<file path="src/pkg/session_request_params.svh">
`ifndef SESSION_REQUEST_PARAMS_SVH
`define SESSION_REQUEST_PARAMS_SVH

// Device side: byte-wide register port of the peripheral
`define DEV_REG_SESSION 8'h12
`define DEV_BIT_DUAL_ROLE 0
`define DEV_BIT_SUPPLY_PULSE 1
`define DEV_BIT_DISCHARGE 2
`define DEV_BIT_INIT_VIOL 3
`define DEV_BIT_SESS_VALID 4
`define DEV_BIT_DATA_PULSE 5

// Software side: byte offsets of the 32-bit registers on the Avalon slave
`define CSR_CTRL 4'h0
`define CSR_STATUS 4'h4
`define CSR_LAST 4'h8

`define CTRL_BIT_START 0
`define CTRL_BIT_DISCHARGE 1
`define CTRL_BIT_STOP 2
`define CTRL_RESET 32'h0000_0000

`define STAT_BIT_BUSY 0
`define STAT_BIT_DONE 1
`define STAT_BIT_ABORTED 2
`define STAT_BIT_SESSION 3

// Clock and sequence timing
`define CLK_HZ 200000000
`define INIT_WAIT_MS 3
`define DATA_PULSE_MS 7
`define SUPPLY_PULSE_MS 18
`define DISCHARGE_MS 30
`define READ_SETTLE_CYC 3

`endif

</file>
<file path="src/pkg/session_request_pkg.sv">
package session_request_pkg;

    typedef struct packed {
        logic wr;
        logic rd;
        logic [7:0] addr;
        logic [7:0] wdata;
    } dev_req_s;

    typedef enum logic [13:0] {
        S_IDLE = 14'h0001,
        S_ENABLE = 14'h0002,
        S_CLR_INIT = 14'h0004,
        S_WAIT_INIT = 14'h0008,
        S_READ_INIT = 14'h0010,
        S_DATA_ON = 14'h0020,
        S_DATA_WAIT = 14'h0040,
        S_SUPPLY_ON = 14'h0080,
        S_SUPPLY_WAIT = 14'h0100,
        S_DISCH_ON = 14'h0200,
        S_DISCH_WAIT = 14'h0400,
        S_PULSE_OFF = 14'h0800,
        S_DISABLE = 14'h1000,
        S_READ_SESS = 14'h2000
    } seq_state_e;

endpackage

</file>
<file path="src/ms_timer.sv">
`timescale 1ns/1ps
`default_nettype none

// Down counter: load a cycle count, expired stays high once it reaches zero
module ms_timer #(
    parameter int W = 32
) (
    input wire logic ref_clk,
    input wire logic rst_n,
    input wire logic load,
    input wire logic [W-1:0] load_val,
    output logic expired
);

    logic [W-1:0] cnt_ff;

    always_ff @(posedge ref_clk) begin
        if (!rst_n) begin
            cnt_ff <= '0;
        end else if (load) begin
            cnt_ff <= load_val;
        end else if (cnt_ff != '0) begin
            cnt_ff <= cnt_ff - 1'b1;
        end
    end

    assign expired = (cnt_ff == '0) && !load;

endmodule // ms_timer

`default_nettype wire

</file>
<file path="src/session_request_control.sv">
`timescale 1ns/1ps
`default_nettype none

`include "session_request_params.svh"

// How it works
// - Clear violation flag, wait over 2 ms, read; one aborts the request.
// - Discharge bit is written zero before session-end detection begins.
// - Supply pulse bit held over 16 ms and cleared before 26 ms.
// - Request is data-line pulsing then supply pulsing; far end sees either.
// - Check violation flag, then hold data-line pulse 5 to 10 ms, clear.
// - After data-line pulsing, hold supply pulse 10 to 20 ms, clear.
// - Optionally discharge the supply for about 30 ms as last step.
// - Supply interrupt mid-request does not cut the pulsing phases short.
// - Session-valid latch is judged with dual-role enable cleared.
// - Both pulsing phases finish within 100 ms in total.
// - On disabling, data-line and supply pulse bits are written with ones.
// - Data-line pulse bit starts pulsing, is cleared when done, resets zero.
module session_request_control
    import session_request_pkg::*;
#(
    parameter int CYC_PER_MS = `CLK_HZ / 1000,
    parameter int INIT_WAIT_CYC = `INIT_WAIT_MS * CYC_PER_MS,
    parameter int DATA_PULSE_CYC = `DATA_PULSE_MS * CYC_PER_MS,
    parameter int SUPPLY_PULSE_CYC = `SUPPLY_PULSE_MS * CYC_PER_MS,
    parameter int DISCHARGE_CYC = `DISCHARGE_MS * CYC_PER_MS
) (
    input wire logic ref_clk,
    input wire logic rst_n,
    input wire logic [3:0] avs_address,
    input wire logic avs_read,
    input wire logic avs_write,
    input wire logic [31:0] avs_writedata,
    output logic [31:0] avs_readdata,
    output logic avs_waitrequest,
    output dev_req_s dev_req,
    input wire logic [7:0] dev_rdata
);

    // Timer width covers the longest wait at the full clock rate
    localparam int TW = 32;
    localparam logic [2:0] SETTLE = 3'(`READ_SETTLE_CYC);

    seq_state_e state_ff;
    seq_state_e nxt_state;
    dev_req_s req_ff;
    logic discharge_opt_ff;
    logic done_ff;
    logic aborted_ff;
    logic session_ff;
    logic [7:0] last_ff;
    logic [31:0] readdata_ff;
    logic rd_ack_ff;
    logic [7:0] sync1_ff;
    logic [7:0] sync2_ff;
    logic [7:0] sync3_ff;
    logic [2:0] settle_ff;
    logic timer_load;
    logic [TW-1:0] timer_val;
    logic timer_expired;
    logic start_req;
    logic stop_req;
    logic status_clr;
    logic read_ok;
    logic finish;
    logic abort_flag_ff;

    // Device register images for each step of the sequence
    localparam logic [7:0] EN = 8'h01 << `DEV_BIT_DUAL_ROLE;
    localparam logic [7:0] IV = 8'h01 << `DEV_BIT_INIT_VIOL;
    localparam logic [7:0] DP = 8'h01 << `DEV_BIT_DATA_PULSE;
    localparam logic [7:0] SP = 8'h01 << `DEV_BIT_SUPPLY_PULSE;
    localparam logic [7:0] DC = 8'h01 << `DEV_BIT_DISCHARGE;

    // Start is a self-clearing command bit, refused while a sequence runs
    assign start_req = avs_write && (avs_address == `CSR_CTRL)
        && avs_writedata[`CTRL_BIT_START];
    assign stop_req = avs_write && (avs_address == `CSR_CTRL)
        && avs_writedata[`CTRL_BIT_STOP];
    // Only the done bit has a write-one clear
    assign status_clr = avs_write && (avs_address == `CSR_STATUS)
        && avs_writedata[`STAT_BIT_DONE];

    // Device read data arrives from pins: three stages, accept once stable
    always_ff @(posedge ref_clk) begin
        if (!rst_n) begin
            sync1_ff <= 8'h00;
            sync2_ff <= 8'h00;
            sync3_ff <= 8'h00;
        end else begin
            sync1_ff <= dev_rdata;
            sync2_ff <= sync1_ff;
            sync3_ff <= sync2_ff;
        end
    end

    always_ff @(posedge ref_clk) begin
        if (!rst_n) begin
            settle_ff <= 3'h0;
        end else if (!req_ff.rd) begin
            settle_ff <= 3'h0;
        end else if (settle_ff != SETTLE) begin
            settle_ff <= settle_ff + 3'h1;
        end
    end

    // A byte counts only after settling and once stages two and three agree
    assign read_ok = req_ff.rd && (settle_ff == SETTLE) && (sync2_ff == sync3_ff);

    // All millisecond figures are cycle counts scaled by CYC_PER_MS
    ms_timer #(
        .W(TW)
    ) u_timer (
        .ref_clk(ref_clk),
        .rst_n(rst_n),
        .load(timer_load),
        .load_val(timer_val),
        .expired(timer_expired)
    );

    always_comb begin
        nxt_state = state_ff;
        timer_load = 1'b0;
        timer_val = '0;
        finish = 1'b0;
        case (state_ff)
            S_IDLE: begin
                if (start_req) begin
                    nxt_state = S_ENABLE;
                end
            end
            S_ENABLE: nxt_state = S_CLR_INIT;
            S_CLR_INIT: begin
                nxt_state = S_WAIT_INIT;
                timer_load = 1'b1;
                timer_val = TW'(INIT_WAIT_CYC);
            end
            S_WAIT_INIT: begin
                if (timer_expired) begin
                    nxt_state = S_READ_INIT;
                end
            end
            S_READ_INIT: begin
                if (read_ok) begin
                    // Flag still set means the supply or lines were not quiet
                    nxt_state = sync3_ff[`DEV_BIT_INIT_VIOL] ? S_DISABLE : S_DATA_ON;
                end
            end
            S_DATA_ON: begin
                nxt_state = S_DATA_WAIT;
                timer_load = 1'b1;
                timer_val = TW'(DATA_PULSE_CYC);
            end
            S_DATA_WAIT: begin
                if (timer_expired) begin
                    nxt_state = S_SUPPLY_ON;
                end
            end
            S_SUPPLY_ON: begin
                nxt_state = S_SUPPLY_WAIT;
                timer_load = 1'b1;
                timer_val = TW'(SUPPLY_PULSE_CYC);
            end
            S_SUPPLY_WAIT: begin
                // Supply events are ignored here; only a software stop cuts the phases short
                if (timer_expired) begin
                    nxt_state = discharge_opt_ff ? S_DISCH_ON : S_PULSE_OFF;
                end
            end
            S_DISCH_ON: begin
                nxt_state = S_DISCH_WAIT;
                timer_load = 1'b1;
                timer_val = TW'(DISCHARGE_CYC);
            end
            S_DISCH_WAIT: begin
                if (timer_expired) begin
                    nxt_state = S_PULSE_OFF;
                end
            end
            S_PULSE_OFF: nxt_state = S_DISABLE;
            // Abort path returns to idle without checking the session
            S_DISABLE: nxt_state = abort_flag_ff ? S_IDLE : S_READ_SESS;
            S_READ_SESS: begin
                if (read_ok) begin
                    nxt_state = S_IDLE;
                    finish = 1'b1;
                end
            end
            default: nxt_state = S_IDLE;
        endcase
        // Stop is refused once the disable write or the session read has begun
        if (stop_req && (state_ff != S_IDLE) && (state_ff != S_DISABLE)
            && (state_ff != S_READ_SESS)) begin
            nxt_state = S_DISABLE;
            timer_load = 1'b0;
        end
    end

    // Abort path: violation seen, or software stop, skips the session check

    always_ff @(posedge ref_clk) begin
        if (!rst_n) begin
            abort_flag_ff <= 1'b0;
        end else if (state_ff == S_IDLE) begin
            abort_flag_ff <= 1'b0;
        end else if ((state_ff == S_READ_INIT) && read_ok
            && sync3_ff[`DEV_BIT_INIT_VIOL]) begin
            abort_flag_ff <= 1'b1;
        end else if (stop_req && (state_ff != S_DISABLE)
            && (state_ff != S_READ_SESS)) begin
            abort_flag_ff <= 1'b1;
        end
    end

    always_ff @(posedge ref_clk) begin
        if (!rst_n) begin
            state_ff <= S_IDLE;
        end else begin
            state_ff <= nxt_state;
        end
    end

    // One write pulse on entry to each write state; read held until settled
    always_ff @(posedge ref_clk) begin
        if (!rst_n) begin
            req_ff <= '0;
        end else begin
            req_ff.addr <= `DEV_REG_SESSION;
            req_ff.wr <= 1'b0;
            // Read strobe drops in the cycle after the byte is accepted
            req_ff.rd <= ((nxt_state == S_READ_INIT) || (nxt_state == S_READ_SESS))
                && !read_ok;
            case (nxt_state)
                S_ENABLE: begin
                    req_ff.wr <= (state_ff != S_ENABLE);
                    req_ff.wdata <= EN;
                end
                S_CLR_INIT: begin
                    req_ff.wr <= (state_ff != S_CLR_INIT);
                    req_ff.wdata <= EN | IV;
                end
                S_DATA_ON: begin
                    req_ff.wr <= 1'b1;
                    req_ff.wdata <= EN | DP;
                end
                S_SUPPLY_ON: begin
                    req_ff.wr <= 1'b1;
                    req_ff.wdata <= EN | SP;
                end
                S_DISCH_ON: begin
                    req_ff.wr <= 1'b1;
                    req_ff.wdata <= EN | DC;
                end
                S_PULSE_OFF: begin
                    req_ff.wr <= 1'b1;
                    req_ff.wdata <= EN;
                end
                // Enable drops here; ones in the pulse bits clear them on the way out
                S_DISABLE: begin
                    req_ff.wr <= (state_ff != S_DISABLE);
                    req_ff.wdata <= DP | SP;
                end
                default: begin
                    req_ff.wdata <= req_ff.wdata;
                end
            endcase
        end
    end

    assign dev_req = req_ff;

    // Discharge option is stored and consulted when the supply phase ends
    always_ff @(posedge ref_clk) begin
        if (!rst_n) begin
            discharge_opt_ff <= 1'b0;
        end else if (avs_write && (avs_address == `CSR_CTRL)) begin
            discharge_opt_ff <= avs_writedata[`CTRL_BIT_DISCHARGE];
        end
    end

    // Last byte read is kept so software can see why a request was aborted
    always_ff @(posedge ref_clk) begin
        if (!rst_n) begin
            last_ff <= 8'h00;
        end else if (read_ok) begin
            last_ff <= sync3_ff;
        end
    end

    // Done is sticky; a finishing sequence beats a clear in the same cycle
    logic end_event;
    assign end_event = finish || ((state_ff == S_DISABLE) && abort_flag_ff);

    always_ff @(posedge ref_clk) begin
        if (!rst_n) begin
            done_ff <= 1'b0;
            aborted_ff <= 1'b0;
            session_ff <= 1'b0;
        end else if (end_event) begin
            done_ff <= 1'b1;
            aborted_ff <= abort_flag_ff;
            session_ff <= finish && sync3_ff[`DEV_BIT_SESS_VALID];
        end else if (status_clr) begin
            done_ff <= 1'b0;
        // Aborted and session stay readable until the next accepted start
        end else if (start_req && (state_ff == S_IDLE)) begin
            aborted_ff <= 1'b0;
            session_ff <= 1'b0;
        end
    end

    // Reads take one wait cycle so read data come from a register
    always_ff @(posedge ref_clk) begin
        if (!rst_n) begin
            rd_ack_ff <= 1'b0;
            readdata_ff <= 32'h0;
        end else begin
            rd_ack_ff <= avs_read && !rd_ack_ff;
            if (avs_read && !rd_ack_ff) begin
                case (avs_address)
                    `CSR_CTRL: readdata_ff <= {30'h0, discharge_opt_ff, 1'b0};
                    `CSR_STATUS: readdata_ff <= {28'h0, session_ff, aborted_ff,
                        done_ff, (state_ff != S_IDLE)};
                    `CSR_LAST: readdata_ff <= {24'h0, last_ff};
                    default: readdata_ff <= 32'h0;
                endcase
            end
        end
    end

    assign avs_readdata = readdata_ff;
    assign avs_waitrequest = avs_read && !rd_ack_ff;

endmodule // session_request_control

`default_nettype wire

</file>
<file path="config.mk">
export PLATFORM = sky130hd
export DESIGN_NAME = session_request_control
export DESIGN_NICKNAME = d
export VERILOG_FILES = /design/src/pkg/session_request_pkg.sv /design/src/ms_timer.sv /design/src/session_request_control.sv
export VERILOG_INCLUDE_DIRS = /design/src /design/src/pkg
export SDC_FILE = /design/constraint.sdc
export NUM_CORES = 1
export LEC_CHECK = 0
export BUFFER_PORTS_ARGS = -buffer_cell sky130_fd_sc_hd__buf_2
export CAP_MARGIN = 40
export CELL_PAD_IN_SITES_DETAIL_PLACEMENT = 2
export CELL_PAD_IN_SITES_GLOBAL_PLACEMENT = 2
export CORE_MARGIN = 5
export CORE_UTILIZATION = 35
export DETAILED_ROUTE_END_ITERATION = 6
export PLACE_DENSITY = 0.95
export SETUP_SLACK_MARGIN = 0.4
export SYNTH_ARGS = -nofsm -noshare
export SYNTH_HDL_FRONTEND = slang
export SYNTH_SLANG_ARGS = --single-unit
</file>
<file path="constraint.sdc">
create_clock -name ref_clk -period 5.9 [get_ports ref_clk]
set_clock_uncertainty 0.1 [all_clocks]
set_input_delay 1.18 -clock ref_clk [delete_from_list [all_inputs] [get_ports ref_clk]]
set_output_delay 1.18 -clock ref_clk [all_outputs]
set_load 0.005 [all_outputs]
</file>
* Word level (Yosys, flattened, before mapping)
Index checks and enable logic that the tools add are counted.
Widths: inputs -> output; s select.
** Word-level totals
- Bits in registers :: 137
- Input bits :: 48
- Output and inout port bits :: 51
- Logic and storage cells :: 125
** Operators by class
- $add $sub $neg :: 2
- Eq/ne operators :: 34
- Multiplexer cells :: 31
- Bitwise operators :: 1
- Reductions and logical operators :: 39
** Operators with widths (count)
- $pmux 14 s14 :: 1
- $mux 14 :: 9
- $pmux 23 s4 :: 1
- $mux 32 :: 2
- $pmux 8 s6 :: 1
- $logic_not 32->1 :: 1
- $reduce_bool 32->1 :: 1
- $sub 32x1->32 const B :: 1
- $eq 14x10->1 const B :: 2
- $eq 14x12->1 const B :: 2
- $eq 14x13->1 const B :: 2
- $eq 14x14->1 const B :: 2
- $eq 14x2->1 const B :: 2
- $eq 14x3->1 const B :: 2
- $eq 14x5->1 const B :: 2
- $eq 14x6->1 const B :: 2
- $eq 14x8->1 const B :: 2
- $mux 13 :: 2
- $pmux 8 s3 :: 1
- $logic_and 1x1->1 :: 20
- $eq 14x1->1 const B :: 1
- $eq 14x11->1 const B :: 1
- $eq 14x4->1 const B :: 1
- $eq 14x7->1 const B :: 1
- 25 further kinds :: 45

* Depth between registers and ports, before layout
- Depth in word-level cells :: 16
- Depth in mapped cells :: 9
- Gate-level depth less buffers :: 8

* By module
From an unflattened synthesis, not the netlist that was laid out.
** Unflattened totals
- Cells, all modules :: 622
- Area total of the unflattened synthesis :: 5424.0 um^2
** By module, submodules not included
- session_request_control :: instances 1, cells each 403, area each 3557.2 um^2, seq. area each 1421.4 um^2
- ms_timer :: instances 1, cells each 219, area each 1866.8 um^2, seq. area each 640.6 um^2

* Worst setup path after synthesis
OpenSTA, ideal clock, no wires.
- Kind :: input port to flip-flop
- Start :: input port avs_address[1]
- End :: register state_ff[11]
- Library setup time :: 0.115 ns
- Arrival time :: 2.726 ns
- Required time :: 5.685 ns
- Slack :: 2.959 ns
- Cell stages on the path :: 7
- Path buffers :: 1
- Path through :: nor2_1 > nand4_1 > a211oi_1 > buf_2 > o21a_1 > nand2_1 > a2111oi_0
** On the way
- Longest elaborated chain between the ends :: 12
- Elaborated cells between the ends (all ways) :: 17
- Those cells by class :: mux: 8; reduce/logical: 9
** RTL lines
- from (decl) :: line session_request_control.sv:30 : input wire logic [3:0] avs_address,
- $logic_not 4->1 (*)
- $logic_and 1x1->1 (*) :: line session_request_control.sv:76, session_request_control.sv:78
- $logic_and 1x1->1 :: line session_request_control.sv:78 : assign stop_req = avs_write && (avs_address == `CSR_CTRL)
- $logic_and 1x1->1 (2 in series) :: line session_request_control.sv:192 : if (stop_req && (state_ff != S_IDLE) && (state_ff != S_DISABLE)
- $logic_and 1x1->1 :: line session_request_control.sv:193 : && (state_ff != S_READ_SESS)) begin
- $mux 1 :: line session_request_control.sv:192
- $logic_not 1->1 :: line ms_timer.sv:27 : assign expired = (cnt_ff == '0) && !load;
- $logic_and 1x1->1 :: line ms_timer.sv:27
- $mux 14, on equally long branches
- $pmux 14 s14 :: line session_request_control.sv:126 : case (state_ff)
- $mux 14 (*) :: line session_request_control.sv:192
- to (signal assigned) :: line session_request_control.sv:219 : state_ff <= nxt_state;
- to (decl) :: line session_request_control.sv:44 : seq_state_e state_ff;
Every way passes the cells marked *; elsewhere a longest branch is shown, timed or not.
A chain may end at the register's enable or synchronous reset.

* Worst setup path in the final report
- Start :: register state_ff[4]
- End :: register u_timer.cnt_ff[16]
** On the way
- Longest elaborated chain between the ends :: 6
- Elaborated cells between the ends (all ways) :: 16
- Those cells by class :: eq/ne: 7; mux: 4; reduce/logical: 5
** RTL lines
- parallel branches: the longest is 6 deep, another holds $mux 32
- to (signal assigned) :: line ms_timer.sv:21 : cnt_ff <= load_val;
- to (signal assigned) :: line ms_timer.sv:23 : cnt_ff <= cnt_ff - 1'b1;
- to (decl) :: line ms_timer.sv:15 : logic [W-1:0] cnt_ff;
Several ways; the timed one is not identified.

==> summary.md <==
| Metric | Value |
|---|---|
| Status | `finished, final reports clean` |
| Power share of the clock group | `25.4%` |
| Die Span X | `129 um` |
| CP most frequent cell | `a211oi_1` |
| Min Tclk post-route | `3510 ps` |
| Worst-case clock buffer depth | `2` |
| Post-Synth Simple-Gate Area | `27.6%` |
| Sw Share | `39.8%` |
| Worst Path Max Fanout | `11` |
| Area delta synth->final | `9.80%` |
| Adder-Cell Fraction of Synth Area | `1.01%` |
| I/O pin total | `99` |
| Worst r2r src | `state_ff[4]` |
| First-pass GRT wire length | `27.0 mm` |
| Die Y | `129 um` |
| Reg power frac | `38.4%` |
| CTS tree | `built` |
| Vias per inst | `5.50` |
| Port Buffer Count | `36` |
| Commonest cells after routing, fill and taps aside | `103 x dfxtp_1, 76 x nor2_1, 36 x buf_2` |
| Netlist cell types | `60` |
| Crit path largest cell delay | `650 ps` |
| Yosys warning total | `0` |
| Worst Setup SP | `state_ff[4]` |
| Largest family of logic cells by synthesized area | `simple AND/OR/NAND/NOR gates` |
| Clk_lat worst skew | `370 ps` |
| WP data arrival | `3690 ps` |
| Setup Crit Path Kind | `reg -> reg` |
| Max Transition Viols Final | `0` |
| H-tree levels | `3` |
| WP data required | `6080 ps` |
| Fin cells | `786` |
| Post-synthesis area per instance | `8.68 um^2` |
| Mux share of post-synthesis cell area | `2.41%` |
| Tot GR Track Use | `20.7%` |
| Mapped Cells | `574` |
| Post-CTS Resized | `0` |
| Critical Path Start Type | `register` |
| R2R Path End | `u_timer.cnt_ff[16]` |
| Setup crit end kind | `register` |
| # diodes | `0` |
| RSZ-0062 raised after global routing | `false` |
| Max transition margin | `38.9%` |
| Share of layout cells above drive strength 1 | `11.2%` |
| Pre-Repair DR Iteration Count | `4` |
| Row count | `43` |
| Cells after DPL | `770` |
| Max cap viols | `0` |
| Core ar. | `0.0139 mm^2` |
| Die Footprint | `0.0167 mm^2` |
| Fin crit share | `59.6%` |
| CTS root buf | `clkbuf_16` |
| Reg-to-reg setup timing slack | `2390 ps` |
| Vias in the first global route | `4,957` |
| Post-DR wirelength/cell | `21.2 um` |
| Total gr overflow | `0` |
| Initial drt markers | `209` |
| Residual DRC count | `0` |
| Post-synth ARST share | `0%` |
| Clock sinks | `103` |
| Hold Crit Class | `reg -> reg` |
| Crit-path cells | `or4_1, nor3_1, a211oi_1, buf_4, o21ai_2, nand2_1, a211oi_1` |
| Top FF cell, synth | `dfxtp_1` |
| Crit path to | `u_timer.cnt_ff[16]` |
| Register area share after synthesis | `41.4%` |
| Initial antenna violation count | `0` |
| Commonest non-fill, non-tap cell in the layout | `dfxtp_1` |
| Hpwl dp | `11.6 mm` |
| Psw | `0.000944 W` |
| Routed Antenna Nets | `0` |
| Total Power | `0.00237 W` |
| WL final | `16.7 mm` |
| Hold buffer count at cts | `0` |
| Worst Tran Pin Value | `909 ps` |
| Synth Area in Compound Gates | `13.0%` |
| Xor and xnor area share after synthesis | `6.68%` |
| TritonCTS buffer count | `9` |
| EDFF count, synth | `0` |
| Logic gate share of total power | `36.2%` |
| Placer Congestion | `0.904` |
| Worst path slowest cell | `nor3_1` |
| Largest net degree at the start of global routing | `39` |
| Lkg Pwr | `2.22 nW` |
| Setup violators final | `0` |
| Final Hold Viols | `0` |
| Synth Register Bits | `103` |
| Pwr dens | `434 mW/mm^2` |
| Internal power | `0.00143 W` |
| Vias | `4,321` |
| Fmax | `0.285 GHz` |
| Max VDD drop | `0.000294 V` |
| Post CTS Setup Buffer Count | `0` |
| Final #Nets | `653` |
| Worst-case reg-to-reg path depth | `7` |
| Syn Std Cell Area | `0.00498 mm^2` |
| Starting Density | `35.7%` |
| Reg clk slew, reported paths | `80 ps` |
| Setup TNS | `0 ps` |
| Layout Utilization | `39.2%` |
| Layout filler cell count | `1,596` |
## synth_stat cells (6+ instances only)
| cell | n | area, um^2 |
|---|---|---|
| a211oi_1 | 7 | 52.6 |
| a21oi_1 | 31 | 155 |
| a22oi_1 | 8 | 60.1 |
| and2_1 | 27 | 169 |
| and3_1 | 6 | 37.5 |
| buf_2 | 6 | 30.0 |
| buf_4 | 34 | 255 |
| clkbuf_1 | 13 | 48.8 |
| dfxtp_1 | 103 | 2060 |
| inv_1 | 11 | 41.3 |
| mux2i_1 | 12 | 120 |
| nand2_1 | 35 | 131 |
| nand2b_1 | 6 | 37.5 |
| nand3_1 | 13 | 65.1 |
| nand4_1 | 12 | 75.1 |
| nor2_1 | 76 | 285 |
| nor3_1 | 30 | 150 |
| nor4_1 | 8 | 50.1 |
| o21a_1 | 6 | 45.0 |
| o21ai_0 | 16 | 80.1 |
| or4_1 | 7 | 52.6 |
| xnor2_1 | 21 | 184 |
| xor2_1 | 17 | 149 |
## cells by family (layout without fill, tap and decap cells)
logic type	Yosys count	after routing
buffers and inverters	66	66
other	1	33
flip-flops	103	103
adder cells (fa/ha/maj)	4	4
XOR/XNOR	38	38
multiplexers	12	12
AND/OR/NAND/NOR	257	257
AO/OA/AOI/OAI	93	93
## power by group through the flow
stage	sequential (W)	combinational (W)	clock (W)
floorplan	0.000896	0.000666	0
global placement	0.000910	0.000780	0
detailed placement	0.000925	0.000839	0
CTS	0.000911	0.000861	0.000613
global route	0.000929	0.000957	0.000644
finish	0.000911	0.000859	0.000602
## registers in the layout, summed over array words and instances (netlist names), 3 cells and up
register	cells
avs_readdata	8
sync2_ff	8
state_ff	14
dev_req	8
sync1_ff	8
last_ff	8
settle_ff	3
sync3_ff	8
u_timer.cnt_ff	32
## metrics by stage
| stage | setup slack, ps | instance area, um^2 | hold WS (ps) |
|---|---|---|---|
| 4_1_cts | 2460 | 5470 | 346 |
| 3_5_place_dp | 2490 | 5170 | 338 |
| 2_1_floorplan | 2960 | 5100 | 312 |
| 5_1_grt | 2310 | 5470 | 365 |
| 3_3_place_gp | 2610 | 5170 | 320 |
| 6_report | 2390 | 5470 | 345 |
## worst min-delay path by stage
stage,slack (ps),cells past startpoint,to,start
2_1_floorplan,310,1,sync2_ff[0],sync1_ff[0]
3_3_place_gp,320,1,sync2_ff[0],sync1_ff[0]
3_5_place_dp,340,1,sync2_ff[7],sync1_ff[7]
4_1_cts,350,1,sync2_ff[1],sync1_ff[1]
5_1_grt,370,1,sync2_ff[1],sync1_ff[1]
6_report,350,1,sync2_ff[1],sync1_ff[1]
## layout make-up
| cell class | count | area (um^2) | share of cell area (%) |
|---|---|---|---|
| Timing Repair Buffer | 38 | 195 | 3.57 |
| Clock buffer | 10 | 229 | 4.19 |
| Multi-Input combinational cell | 437 | 2650 | 48.4 |
| Sequential cell | 103 | 2060 | 37.7 |
| Clock inverter | 6 | 63.8 | 1.17 |
| Inverter | 12 | 45.0 | 0.824 |
| Tap cell | 180 | 225 | 4.12 |
## per-layer routing
metal  routed length [um]  part of all wire (%)  vias up  global-route usage [%]
li1                     -                     -     2008                       -
met1                 6750                    41     2171                    23.3
met2                 8610                    52       99                    37.3
met3                  647                   3.9       43                    4.91
met4                  651                   3.9        0                    8.77
met5                    0                     0        -                       0
## worst max-delay path: cells and delay by family (launching register included)
family | cells | cell delay (ps)
flops | 1 | 450
compound gates | 3 | 1010
buf+inv | 1 | 230
simple gates | 3 | 1630
No activity file was read; power rests on OpenSTA's default activity.
